--- config.mk ---
export PLATFORM = sky130hd
export DESIGN_NAME = adc_mode_ctrl
export DESIGN_NICKNAME = d
export VERILOG_FILES = /design/src/adc_mode_pkg.sv /design/src/adc_mode_ctrl.sv /design/src/conv_timer.sv
export VERILOG_INCLUDE_DIRS = /design/src
export SDC_FILE = /design/constraint.sdc
export NUM_CORES = 1
export LEC_CHECK = 0
export BUFFER_PORTS_ARGS = -buffer_cell sky130_fd_sc_hd__buf_2
export CAP_MARGIN = 20
export CORE_UTILIZATION = 56
export DETAILED_ROUTE_END_ITERATION = 16
export MAX_ROUTING_LAYER = met4
export PLACE_DENSITY = 0.78
export SYNTH_ARGS = -nofsm -noshare
export SYNTH_HDL_FRONTEND = slang
export SYNTH_SLANG_ARGS = --single-unit
--- constraint.sdc ---
create_clock -name clock -period 5.42 [get_ports clock]
set_clock_uncertainty 0.1 [all_clocks]
set_input_delay 0.542 -clock clock [delete_from_list [all_inputs] [get_ports clock]]
set_output_delay 0.542 -clock clock [all_outputs]
set_load 0.01 [all_outputs]
--- src/adc_mode_cfg.svh ---
// Offsets, field positions, reset values and timing constants of the mode control.
`ifndef ADC_MODE_CFG_SVH
`define ADC_MODE_CFG_SVH
`define MODE_REG_BASE 8'h38
`define MODE_REG_LAST 8'h3F
`define CONV_TIME_BASE 8'h30
`define CONV_TIME_LAST 8'h37
`define MODE_RESET 8'h00
`define CONV_TIME_RESET 8'h91
`define MODE_SEL_HI 7
`define MODE_SEL_LO 5
`define BIT_CLK_DIS 4
`define BIT_DUMP 3
`define BIT_CONT_RD 2
`define BIT_WIDE 1
`define BIT_CLAMP 0
`define BIT_CHOP 7
`define CHOP_STEP 18'h00080
`define CHOP_BASE_ONE 18'h00106
`define CHOP_BASE_MULTI 18'h00107
`define PLAIN_STEP 18'h00040
`define PLAIN_BASE_ONE 18'h000D5
`define PLAIN_BASE_MULTI 18'h000D6
`define CHOP_FW_MIN 7'h02
`define PLAIN_FW_MIN 7'h03
`endif

--- src/adc_mode_pkg.sv ---
// Types shared by the mode and conversion-time control.
package adc_mode_pkg;
  typedef enum logic [2:0] {
    MODE_IDLE, MODE_CONT, MODE_SINGLE, MODE_STANDBY,
    MODE_SELF_ZERO, MODE_SELF_FULL, MODE_SYS_ZERO, MODE_SYS_FULL
  } op_mode_e;
  typedef struct packed {
    logic we;
    logic re;
    logic [7:0] addr;
    logic [7:0] wdata;
  } reg_req_s;
  typedef struct packed {
    logic [2:0] chan;
    logic [6:0] filter_word;
    logic chop;
    logic multi;
    logic start;
  } conv_req_s;
endpackage

--- src/adc_mode_ctrl.sv ---
// Operating-mode register, conversion-time registers and mode sequencer.
//
// Contract
// - A mode write clears status, raises done pin, aborts work, starts new mode.
// - One mode register at 0x38-0x3F; low three write address bits give channel.
// - Mode register is eight bits, read/write, resets to 0x00; the code reads it back at 0x38 only, 0x39-0x3F read 0x00.
// - Bits 7..5 select idle, cont, single, standby or four calibrations.
// - A newly written mode takes effect at once.
// - Channel picks first/single/calibrated channel or self-cal timing register.
// - Conversion-time bit 7 enables chopping; bits 6..0 are the filter word.
// - Chop, one channel: word times 128 plus 262 clocks; word 2 to 127.
// - Chop, several channels continuous: word times 128 plus 263 clocks.
// - No chop, one channel: word times 64 plus 213 clocks; word 3 to 127.
// - No chop, several channels continuous: word times 64 plus 214 clocks.
// - Clock-out disable stops the clock output and floats that pin.
// - External master clock keeps conversions running regardless of disable.
// - Crystal clock with disable set stops conversions; serial port still works.
// - Dump bit set makes a status read continue into the channel data.
// - Continuous read always gives status then data.
// - Continuous-read bit puts the serial port in continuous read mode.
// - Data-width bit picks 24-bit (set) or 16-bit (clear) channel data.
// - Clamp bit saturates out-of-range data; clear lets it follow input.
// - Eight conversion-time registers reset to 0x91.
// - Idle after reset; calibration or single conversion returns to idle.
// - Continuous mode converts each enabled channel in turn until changed.
// - Single conversion runs even on a disabled channel.
`timescale 1ns/1ps
`include "adc_mode_cfg.svh"
module adc_mode_ctrl
  import adc_mode_pkg::*;
(
  input wire logic clock,
  input wire logic rst,
  input wire reg_req_s bus,
  input wire logic [7:0] chan_enable,
  input wire logic crystal_clock,
  input wire logic status_read,
  output logic [7:0] rdata,
  output logic conv_done_n,
  output logic [7:0] ready_bits,
  output logic status_clear,
  output logic [2:0] active_chan,
  output logic data_update,
  output logic [2:0] cal_kind,
  output logic cal_update,
  output logic clock_out_enable,
  output logic standby,
  output logic read_data_after_status,
  output logic continuous_read,
  output logic data_wide,
  output logic clamp_enable
);
  typedef struct packed {
    logic [7:0] mode;
    logic [7:0][7:0] conv_time;
    logic [2:0] chan;
    logic [7:0] rdata;
    logic conv_done_n;
    logic [7:0] ready_bits;
    logic status_clear;
    logic data_update;
    logic cal_update;
    logic clock_out_enable;
    logic standby;
    logic dump_next;
  } ctl_s;
  ctl_s s_q;
  ctl_s s_d;
  conv_req_s creq;
  logic tmr_busy;
  logic tmr_done;
  logic mode_wr;
  logic time_wr;
  logic halted;
  op_mode_e cur_mode;
  logic chop_arm_q;
  logic [11:0] chop_cnt_q;

  // True for any address inside a span of eight registers at base.
  function automatic logic in_span(input logic [7:0] a, input logic [7:0] b);
    in_span = (a[7:3] == b[7:3]);
  endfunction

  // True when more than one channel is enabled.
  function automatic logic several(input logic [7:0] en);
    logic [3:0] n;
    n = 4'h0;
    for (int i = 0; i < 8; i++) begin
      n = n + 4'(en[i]);
    end
    several = (n > 4'h1);
  endfunction

  // Next enabled channel after c, wrapping; c itself if none other.
  function automatic logic [2:0] next_chan(input logic [2:0] c,
                                           input logic [7:0] en);
    logic [2:0] k;
    logic found;
    next_chan = c;
    found = 1'b0;
    for (int i = 1; i < 8; i++) begin
      k = c + 3'(i);
      if (!found && en[k]) begin
        next_chan = k;
        found = 1'b1;
      end
    end
  endfunction

  assign mode_wr = bus.we && in_span(bus.addr, `MODE_REG_BASE);
  assign time_wr = bus.we && in_span(bus.addr, `CONV_TIME_BASE);
  assign cur_mode = op_mode_e'(s_q.mode[`MODE_SEL_HI:`MODE_SEL_LO]);
  // A crystal stops with the clock output, an external clock does not.
  assign halted = crystal_clock && s_q.mode[`BIT_CLK_DIS];

  always_comb begin
    logic [2:0] wmode;
    wmode = bus.wdata[`MODE_SEL_HI:`MODE_SEL_LO];
    creq = '0;
    creq.chan = s_q.chan;
    creq.chop = s_q.conv_time[s_q.chan][`BIT_CHOP];
    creq.filter_word = s_q.conv_time[s_q.chan][6:0];
    creq.multi = (cur_mode == MODE_CONT) && several(chan_enable);
    if (mode_wr) begin
      // The new mode starts from the channel coded in the write address.
      creq.chan = bus.addr[2:0];
      creq.chop = s_q.conv_time[bus.addr[2:0]][`BIT_CHOP];
      creq.filter_word = s_q.conv_time[bus.addr[2:0]][6:0];
      creq.multi = (wmode == 3'(MODE_CONT)) && several(chan_enable);
      creq.start = (wmode != 3'(MODE_IDLE)) &&
        (wmode != 3'(MODE_STANDBY));
    end else if (tmr_done && cur_mode == MODE_CONT) begin
      creq.chan = next_chan(s_q.chan, chan_enable);
      creq.chop = s_q.conv_time[creq.chan][`BIT_CHOP];
      creq.filter_word = s_q.conv_time[creq.chan][6:0];
      creq.start = 1'b1;
    end
  end

  conv_timer u_timer (
    .clock(clock),
    .rst(rst),
    .abort(mode_wr),
    .hold(halted),
    .req(creq),
    .busy(tmr_busy),
    .done(tmr_done)
  );

  always_comb begin
    s_d = s_q;
    s_d.status_clear = 1'b0;
    s_d.data_update = 1'b0;
    s_d.cal_update = 1'b0;
    if (time_wr) begin
      s_d.conv_time[bus.addr[2:0]] = bus.wdata;
    end
    if (bus.re) begin
      s_d.rdata = 8'h00;
      // Only the base address returns the mode register.
      if (bus.addr == `MODE_REG_BASE) begin
        s_d.rdata = s_q.mode;
      end else if (in_span(bus.addr, `CONV_TIME_BASE)) begin
        s_d.rdata = s_q.conv_time[bus.addr[2:0]];
      end
    end
    // Status read runs on into data with dump set or in continuous read.
    s_d.dump_next = status_read &&
      (s_q.mode[`BIT_DUMP] || s_q.mode[`BIT_CONT_RD]);
    if (tmr_done) begin
      s_d.conv_done_n = 1'b0;
      if (cur_mode == MODE_CONT || cur_mode == MODE_SINGLE) begin
        s_d.ready_bits[s_q.chan] = 1'b1;
        s_d.data_update = 1'b1;
      end else begin
        s_d.ready_bits = 8'hFF;
        s_d.cal_update = 1'b1;
      end
      if (cur_mode == MODE_CONT) begin
        s_d.chan = creq.chan;
      end else begin
        s_d.mode[`MODE_SEL_HI:`MODE_SEL_LO] = 3'(MODE_IDLE);
      end
    end
    if (mode_wr) begin
      s_d.mode = bus.wdata;
      s_d.chan = bus.addr[2:0];
      s_d.ready_bits = 8'h00;
      s_d.status_clear = 1'b1;
      s_d.conv_done_n = 1'b1;
    end
    s_d.clock_out_enable = !s_d.mode[`BIT_CLK_DIS];
    s_d.standby = (s_d.mode[`MODE_SEL_HI:`MODE_SEL_LO] ==
      3'(MODE_STANDBY));
  end

  always_ff @(posedge clock or posedge rst) begin
    if (rst) begin
      s_q <= '0;
      s_q.mode <= `MODE_RESET;
      s_q.conv_time <= {8{`CONV_TIME_RESET}};
      s_q.conv_done_n <= 1'b1;
      s_q.clock_out_enable <= 1'b1;
    end else begin
      s_q <= s_d;
    end
  end

  assign rdata = s_q.rdata;
  assign conv_done_n = s_q.conv_done_n;
  assign ready_bits = s_q.ready_bits;
  assign status_clear = s_q.status_clear;
  assign active_chan = s_q.chan;
  assign data_update = s_q.data_update;
  assign cal_kind = s_q.mode[`MODE_SEL_HI:`MODE_SEL_LO];
  assign cal_update = s_q.cal_update;
  assign clock_out_enable = s_q.clock_out_enable;
  assign standby = s_q.standby;
  assign read_data_after_status = s_q.dump_next;
  assign continuous_read = s_q.mode[`BIT_CONT_RD];
  assign data_wide = s_q.mode[`BIT_WIDE];
  assign clamp_enable = s_q.mode[`BIT_CLAMP];

  chk_write_clears: assert property (@(posedge clock) disable iff (rst)
    mode_wr |=> conv_done_n && ready_bits == 8'h00 && status_clear)
    else $error("mode write did not clear status");
  chk_write_stores: assert property (@(posedge clock) disable iff (rst)
    mode_wr |=> active_chan == $past(bus.addr[2:0]))
    else $error("write channel not taken");
  chk_single_idle: assert property (@(posedge clock) disable iff (rst)
    tmr_done && cur_mode == MODE_SINGLE && !mode_wr
    |=> cal_kind == 3'h0 && !conv_done_n)
    else $error("single conversion did not return to idle");
  chk_cal_ready: assert property (@(posedge clock) disable iff (rst)
    tmr_done && cur_mode[2] && !mode_wr |=> ready_bits == 8'hFF)
    else $error("calibration did not set all ready bits");
  chk_clkout_gate: assert property (@(posedge clock) disable iff (rst)
    ##1 clock_out_enable == !$past(s_d.mode[`BIT_CLK_DIS]))
    else $error("clock output enable wrong");
  // Counts cycles of a default-setting chop conversion for the span check.
  always_ff @(posedge clock or posedge rst) begin
    if (rst) begin
      chop_arm_q <= 1'b0;
      chop_cnt_q <= 12'h000;
    end else if (creq.start) begin
      chop_arm_q <= creq.chop && !creq.multi && creq.filter_word == 7'h11;
      chop_cnt_q <= 12'h000;
    end else begin
      chop_arm_q <= chop_arm_q && !halted && !tmr_done && !mode_wr;
      chop_cnt_q <= chop_cnt_q + 12'h001;
    end
  end

  chk_chop_span: assert property (@(posedge clock) disable iff (rst)
    chop_arm_q |->
    (tmr_done ? chop_cnt_q == 12'h985 : chop_cnt_q < 12'h985))
    else $error("chop conversion length wrong");
  chk_dump_follow: assert property (@(posedge clock) disable iff (rst)
    status_read && continuous_read |=> read_data_after_status)
    else $error("continuous read did not dump");
  chk_timer_busy: assert property (@(posedge clock) disable iff (rst)
    creq.start |=> tmr_busy)
    else $error("conversion did not start");
endmodule

--- src/conv_timer.sv ---
// Counts out one conversion or calibration in master-clock periods.
`timescale 1ns/1ps
`include "adc_mode_cfg.svh"
module conv_timer
  import adc_mode_pkg::*;
(
  input wire logic clock,
  input wire logic rst,
  input wire logic abort,
  input wire logic hold,
  input wire conv_req_s req,
  output logic busy,
  output logic done
);
  typedef struct packed {
    logic busy;
    logic done;
    logic [17:0] left;
  } tmr_s;
  tmr_s s_q;
  tmr_s s_d;
  logic [17:0] span;
  logic [6:0] fw;

  always_comb begin
    fw = req.filter_word;
    if (req.chop) begin
      if (fw < `CHOP_FW_MIN) begin
        fw = `CHOP_FW_MIN;
      end
      // Duration is the filter word times the step plus the fixed base.
      span = 18'(fw) * `CHOP_STEP +
        (req.multi ? `CHOP_BASE_MULTI : `CHOP_BASE_ONE);
    end else begin
      if (fw < `PLAIN_FW_MIN) begin
        fw = `PLAIN_FW_MIN;
      end
      span = 18'(fw) * `PLAIN_STEP +
        (req.multi ? `PLAIN_BASE_MULTI : `PLAIN_BASE_ONE);
    end
  end

  always_comb begin
    s_d = s_q;
    s_d.done = 1'b0;
    if (abort) begin
      s_d.busy = 1'b0;
    end
    if (req.start) begin
      s_d.busy = 1'b1;
      s_d.left = span - 18'h00001;
    end else if (s_q.busy && !abort && !hold) begin
      if (s_q.left == 18'h00001) begin
        s_d.busy = 1'b0;
        s_d.done = 1'b1;
      end else begin
        s_d.left = s_q.left - 18'h00001;
      end
    end
  end

  always_ff @(posedge clock or posedge rst) begin
    if (rst) begin
      s_q <= '0;
    end else begin
      s_q <= s_d;
    end
  end

  assign busy = s_q.busy;
  assign done = s_q.done;
endmodule

==> metrics.txt, run 1 <==
WL met1=9050 microns; CTS sink cnt=118; Final ANT Viol Nets=0; Layout area overhead=11.3%; share of the synthesized area in the top cell type=0.276; met3 wire length=1640 microns; Hold Violations, Final=0; Ys Warns=0; Post-Route Setup TNS=0 ps; H-tree depth=4; met2 WL=10000 microns; compound-cell area share of the yosys netlist=0.144; register area share after synthesis=0.358; worst-skew pair later-pin latency=420 ps; footprint of the multi-input gates=4900 sq um; Synth Area in Simple Gates=0.149; post-CTS setup buffer count=0; list of most frequent post-synthesis cells=dfrtp_1 (92), nor2_1 (68), mux2_2 (66), nand2_1 (64), a21oi_1 (63); crit share post-route=0.919; CTS root buf=clkbuf_16; Routed wire per std cell=20.4 microns; most numerous cell in the Yosys netlist=dfrtp_1; CTS max path bufs=2; Tmin final=4980 ps; proportion of synthesized area in mux cells=0.232; area leader, netlist=dfrtp_1; DIE AREA=15400 sq um; CTS clock-pin slew for the worst setup and hold paths=60 ps; Arr. time, crit path=5210 ps; CP cell instances=inv_1 > ha_2 > mux4_2 > mux2i_4 > o221ai_1 > o211ai_1 > nand3_2 > nand2_2 > a211o_1 > a21oi_1 > o31ai_4 > nor2_1 > a21oi_1 > inv_1 > ha_1 > and3_1 > xnor2_1 > a221oi_2; ys async rst share=1.00; status=finished, final reports clean; Top Metal Used=met4; chip width=124 microns; # IOs=62; worst path required time=5650 ps; total gr overflow=0; Worst Path Max Fanout=17; post-detail-place hpwl=14400 microns; cells after synthesis=815; PortBufs=61; Synth cell types=78; max frequency=201 MHz; syn_nets=863; PD cells=558 nW/um^2; most area-consuming cells after synthesis=dfrtp_1 (28%), mux4_2 (11%), mux2_2 (8.9%), dfstp_2 (8.2%), a21oi_1 (3.8%); Pre-antenna DRT Iters=5; initial antenna violation count=0; CP endpoint kind=flop; fin nets=896; first-pass GRT wire length=34300 microns; worst rel slew slack=0.264; starting density of the core=0.574; # fillers=1140; largest family of logic cells by synthesized area=multiplexers; most used flip-flop cell after synthesis=dfrtp_1; adder-cell share of the synthesized area=0.0306; HP Class=in -> async; layout cells sized above 1=0.321; slowest CP cell=mux4_2; crit path launch type=flop; Yosys reg bits=118; Core Region=14500 sq um; Total Routing Usage GR=0.307; DR iter-0 viols=719; post-synthesis cell area=8340 sq um; Num CTS Buffers=17; Final Slew Violations=0; critical path class=reg -> reg; RSZ-0062 raised after global routing=no; ANT cells=0; pin count of the biggest net entering global routing=78; Vias/cell=6.43; vias in the first global route=6419; worst vdd ir=0.000298 V; setup violators final=0; post-synthesis xor/xnor area fraction=0.0282; Worst Max-Slew Pin Slew=1100 ps; post-synthesis area per instance=10.2 sq um; critical path's largest stage delay=550 ps; WL final=21400 microns; CTS tree=built; Reg area=2990 sq um; FP Rows=44; Remaining DRCs=0; leakage=4.13 nW; hold_ws=227 ps; max-cap viol count=0; DR vias=6718; chip height=124 microns; Placer Congestion=0.984; EDFF count, synth=0
==> area by class of cell <==
class	count	area share
clock buffers	24	0.0530
clock inverters	8	0.0129
inverters	24	0.00997
multi-input cells	605	0.527
flip-flops and latches	118	0.322
well taps	184	0.0248
repair buffers	82	0.0503
==> flip-flops by register name (all words and copies together) (netlist names) <==
signal,flops
cal_update,1
u_timer.done,1
continuous_read,1
active_chan,3
data_wide,1
clock_out_enable,1
read_data_after_status,1
cal_kind,3
data_update,1
status_clear,1
s_q,66
u_timer.s_q,18
rdata,8
ready_bits,8
u_timer.busy,1
conv_done_n,1
clamp_enable,1
standby,1
==> layer usage <==
layer	vias to the layer above	track usage
met5	-	-
li1	3042	-
met1	3339	0.402
met3	54	0.0609
met2	283	0.464
met4	0	0.131
==> kinds of logic (layout without fill, tap and decap cells) <==
group                      after synthesis  in the layout
adders and majority gates               18             18
muxes                                  134            134
xor gates and xnor gates                26             26
DFF                                    118            118
AOI/OAI and AO/OA                      178            178
and+or+nand+nor                        249            249
buffers and inverters                   92            138
==> worst max-delay path: cells and delay by family, from the launching register on <==
family | cells | cell delay (ps)
AND/OR/NAND/NOR | 4 | 1010
flip-flops | 1 | 340
multiplexers | 2 | 770
adder cells (fa/ha/maj) | 2 | 650
XOR/XNOR | 1 | 130
AO/OA/AOI/OAI | 7 | 1700
buffers and inverters | 2 | 180
==> what timing repair did <==
action	4_1_cts	5_1_grt
resized for setup	0	4
hold buffers	0	0
endpoints found under the setup margin	0	4
endpoints found under the hold margin	0	0
==> path summary, 6_finish.rpt <==
| check | from | end | slack, ps | depth (start not counted) |
|---|---|---|---|---|
| min in group clock | status_read | read_data_after_status | 240 | 2 |
| max | active_chan[1] | u_timer.s_q[12] | 440 | 18 |
| max in group asynchronous | rst | active_chan[0] | 3800 | 3 |
| min | rst | status_clear | 230 | 2 |
| max reg2reg | active_chan[1] | u_timer.s_q[12] | 440 | 18 |
| min reg2reg | conv_done_n | conv_done_n | 390 | 2 |
==> layout by cell type, fill, tap and decap left out, types with 6 or more instances in the layout <==
cell	n
dfrtp_1	91
nor2_1	68
mux2_2	66
nand2_1	64
a21oi_1	63
buf_2	61
mux4_2	40
o21ai_0	38
nand3_1	35
mux2i_1	27
dfstp_2	26
inv_1	21
buf_4	20
xnor2_1	18
and3_1	17
clkbuf_16	17
a211o_1	14
ha_1	12
nand2b_1	11
nor2b_1	7
xor2_1	7
a31oi_1	6
nor3_1	6
o22ai_1	6
==> stage by stage <==
step | setup WS [ps] | std cells | utilization | total power, mW | cell area [sq um]
2_1_floorplan | 146 | 815 | - | 3.47 | 8340
3_3_place_gp | 449 | 1013 | 0.595 | 3.90 | 8650
3_5_place_dp | 388 | 1013 | 0.595 | 3.93 | 8650
4_1_cts | 365 | 1045 | 0.637 | 5.12 | 9270
5_1_grt | 25.2 | 1045 | 0.639 | 5.51 | 9280
6_report | 440 | 1045 | 0.639 | 5.18 | 9280
==> report_power, final <==
group / total [mW] / switching, mW / internal, mW
clock network: 1.17 / 0.402 / 0.769
registers: 1.16 / 0.124 / 1.03
logic: 2.85 / 1.67 / 1.18
total: 5.18 / 2.20 / 2.99
Note: power is estimated with default switching activity, not from simulation.
==> run 2: changes to the inputs <==
--- a/config.mk
+++ b/config.mk
@@ -6,12 +6,15 @@
 export SDC_FILE = /design/constraint.sdc
 export NUM_CORES = 1
 export LEC_CHECK = 0
+export ABC_AREA = 1
 export BUFFER_PORTS_ARGS = -buffer_cell sky130_fd_sc_hd__buf_2
 export CAP_MARGIN = 20
+export CORE_MARGIN = 3
 export CORE_UTILIZATION = 56
 export DETAILED_ROUTE_END_ITERATION = 16
 export MAX_ROUTING_LAYER = met4
 export PLACE_DENSITY = 0.78
 export SYNTH_ARGS = -nofsm -noshare
 export SYNTH_HDL_FRONTEND = slang
+export SYNTH_HIERARCHICAL = 1
 export SYNTH_SLANG_ARGS = --single-unit
==> run 2 against run 1 <==
Die area up 7.9%. Fmax up 5.6%. Synthesized area is 1.4% higher. Cell count up 38%. Critical path depth is 12 higher. Combinational power up 21%. Non-clock buffer count is 9 lower.
==> metrics.txt, run 2 <==
status=finished, final reports clean (unchanged); chip width=129 microns (was 124 microns); crit share post-route=0.870 (was 0.919); Post-Route Utilization=0.628 (was 0.639); post-CTS resize count=0 (unchanged); DR iter-0 viols=1186 (was 719); hold-fix buffer count after cts=0 (unchanged); DIE AREA=16600 sq um (was 15400 sq um); Vias/cell=5.93 (was 6.43); max-cap viol count=0 (unchanged); ANT cells=0 (unchanged); Remaining DRCs=0 (unchanged); post-CTS setup buffer count=0 (unchanged); fin nets=1291 (was 896); Clock Power Share=0.187 (was 0.226); PD cells=616 nW/um^2 (was 558 nW/um^2); WL final=25200 microns (was 21400 microns); Tmin final=4720 ps (was 4980 ps); cells after synthesis=1222 (was 815); PortBufs=61 (unchanged); CTS max path bufs=2 (unchanged); R2R Path End=u_timer/s_q[10] (was u_timer.s_q[12]); Final ANT Viol Nets=0 (unchanged); Reg area=2990 sq um (about the same); slowest CP cell=ha_1 (was mux4_2); worst rel slew slack=0.429 (was 0.264); hold_ws=105 ps (was 227 ps); syn_nets=1271 (was 863); max frequency=212 MHz (was 201 MHz); layout cells sized above 1=0.143 (was 0.321); worst path required time=5620 ps (was 5650 ps); Design Area, Final=9200 sq um (was 9280 sq um); Core Region=14600 sq um (was 14500 sq um); internal power=2.71 mW (was 2.99 mW); CTS clock-pin slew for the worst setup and hold paths=60 ps (about the same); HP Class=in -> async (unchanged); Area after DPL=8640 sq um (was 8650 sq um); critical path class=reg -> reg (unchanged); pin count of the biggest net entering global routing=52 (was 78); initial antenna violation count=0 (unchanged); Placer Congestion=0.947 (was 0.984); CP endpoint kind=flop (unchanged); worst-skew pair later-pin latency=420 ps (about the same); # IOs=62 (unchanged); CTS tree=built (unchanged); path depth of the worst reg2reg path=30 (was 18); first-pass GRT wire length=40000 microns (was 34300 microns); worst reg2reg path startpoint=active_chan[0] (was active_chan[1]); vias in the first global route=7836 (was 6419); CTS sink cnt=118 (unchanged); R2R setup slack=700 ps (was 440 ps); critical path's largest stage delay=390 ps (was 550 ps); leakage=4.38 nW (was 4.13 nW); Largest Register=s_q (unchanged); commonest non-fill, non-tap cell in the layout=nand2_1 (was dfrtp_1); max reg flops=66 (unchanged); # fillers=1353 (was 1140); Net Sw Frac=0.521 (was 0.424); Total Routing Usage GR=0.315 (was 0.307); Post-Route Setup TNS=0 ps (unchanged); DR vias=8532 (was 6718); Pwr Total=5.66 mW (was 5.18 mW); CTS root buf=clkbuf_16 (unchanged); Arr. time, crit path=4920 ps (was 5210 ps); sequential power share=0.205 (was 0.223); Setup crit start=active_chan[0] (was active_chan[1]); post-detail-place hpwl=17200 microns (was 14400 microns); footprint of the multi-input gates=4500 sq um (was 4900 sq um); Layout area overhead=8.76% (was 11.3%); post-synthesis area per instance=6.92 sq um (was 10.2 sq um); H-tree depth=4 (unchanged); RSZ-0062 raised after global routing=no (unchanged); Worst Path Max Fanout=38 (was 17); Comb pwr share=0.607 (was 0.551); post-synthesis cell area=8460 sq um (was 8340 sq um); Pre-antenna DRT Iters=6 (was 5); Worst Max-Slew Pin Slew=854 ps (was 1100 ps); FP Rows=44 (unchanged); worst vdd ir=0.000596 V (was 0.000298 V); switching power=2.95 mW (was 2.20 mW); Routed wire per std cell=17.5 microns (was 20.4 microns); cell mode on critical path=nand2_1; Num CTS Buffers=17 (unchanged); setup violators final=0 (unchanged); commonest non-fill, non-tap cells in the layout=nand2_1 (324), o21ai_0 (145), inv_1 (130) (was dfrtp_1 (91), nor2_1 (68), mux2_2 (66)); total gr overflow=0 (unchanged); Hold Violations, Final=0 (unchanged); Final Slew Violations=0 (unchanged); starting density of the core=0.577 (was 0.574); top flop regs=s_q: 66 flops, u_timer/s_q: 18 flops (was s_q: 66 flops, u_timer.s_q: 18 flops); chip height=129 microns (was 124 microns); Ys Warns=6 (was 0); crit path launch type=flop (unchanged)
run 2: power by group through the flow:
stage	Combinational [mW]	Clock [mW]	Sequential, mW
after floorplan	2.87	0	1.15
after global placement	3.30	0	1.17
after detailed placement	3.34	0	1.17
after CTS	3.36	1.07	1.16
after global routing	3.81	1.11	1.18
final	3.44	1.06	1.16
run 2: metrics by stage:
stage | instances | setup slack, ps
after floorplan | 1222 | 1120
after global placement | 1407 | 884
after detailed placement | 1407 | 854
after CTS | 1439 | 828
after global routing | 1439 | 152
final | 1439 | 702
run 2: layout make-up:
class,count,area share
tap,184,0.0250
inverter,139,0.0578
timing repair buffer,73,0.0430
clock inverter,14,0.0137
multi-input combinational,893,0.489
clock buffer,18,0.0467
sequential,118,0.325
run 2: worst max-delay path, delay by kind of cell (launching register included):
family                   cells  cell delay, ps
buffers and inverters        6            1020
adder cells (fa/ha/maj)      2             630
AND/OR/NAND/NOR             18            1900
AO/OA/AOI/OAI                4             510
flip-flops                   1             380
run 2: worst max path at each step:
stage                           end  slack, ps
floorplan           u_timer/s_q[10]       1120
global route        u_timer/s_q[10]        150
finish              u_timer/s_q[10]        700
detailed placement  u_timer/s_q[10]        850
CTS                 u_timer/s_q[10]        830
global placement    u_timer/s_q[10]        880
run 2: metal layers:
layer / GRT usage / vias up / share of wire
met1: 0.404 / 3912 / 0.42
li1: - / 4056 / -
met3: 0.0535 / 101 / 0.079
met2: 0.474 / 463 / 0.45
met5: - / - / 0
met4: 0.176 / 0 / 0.055
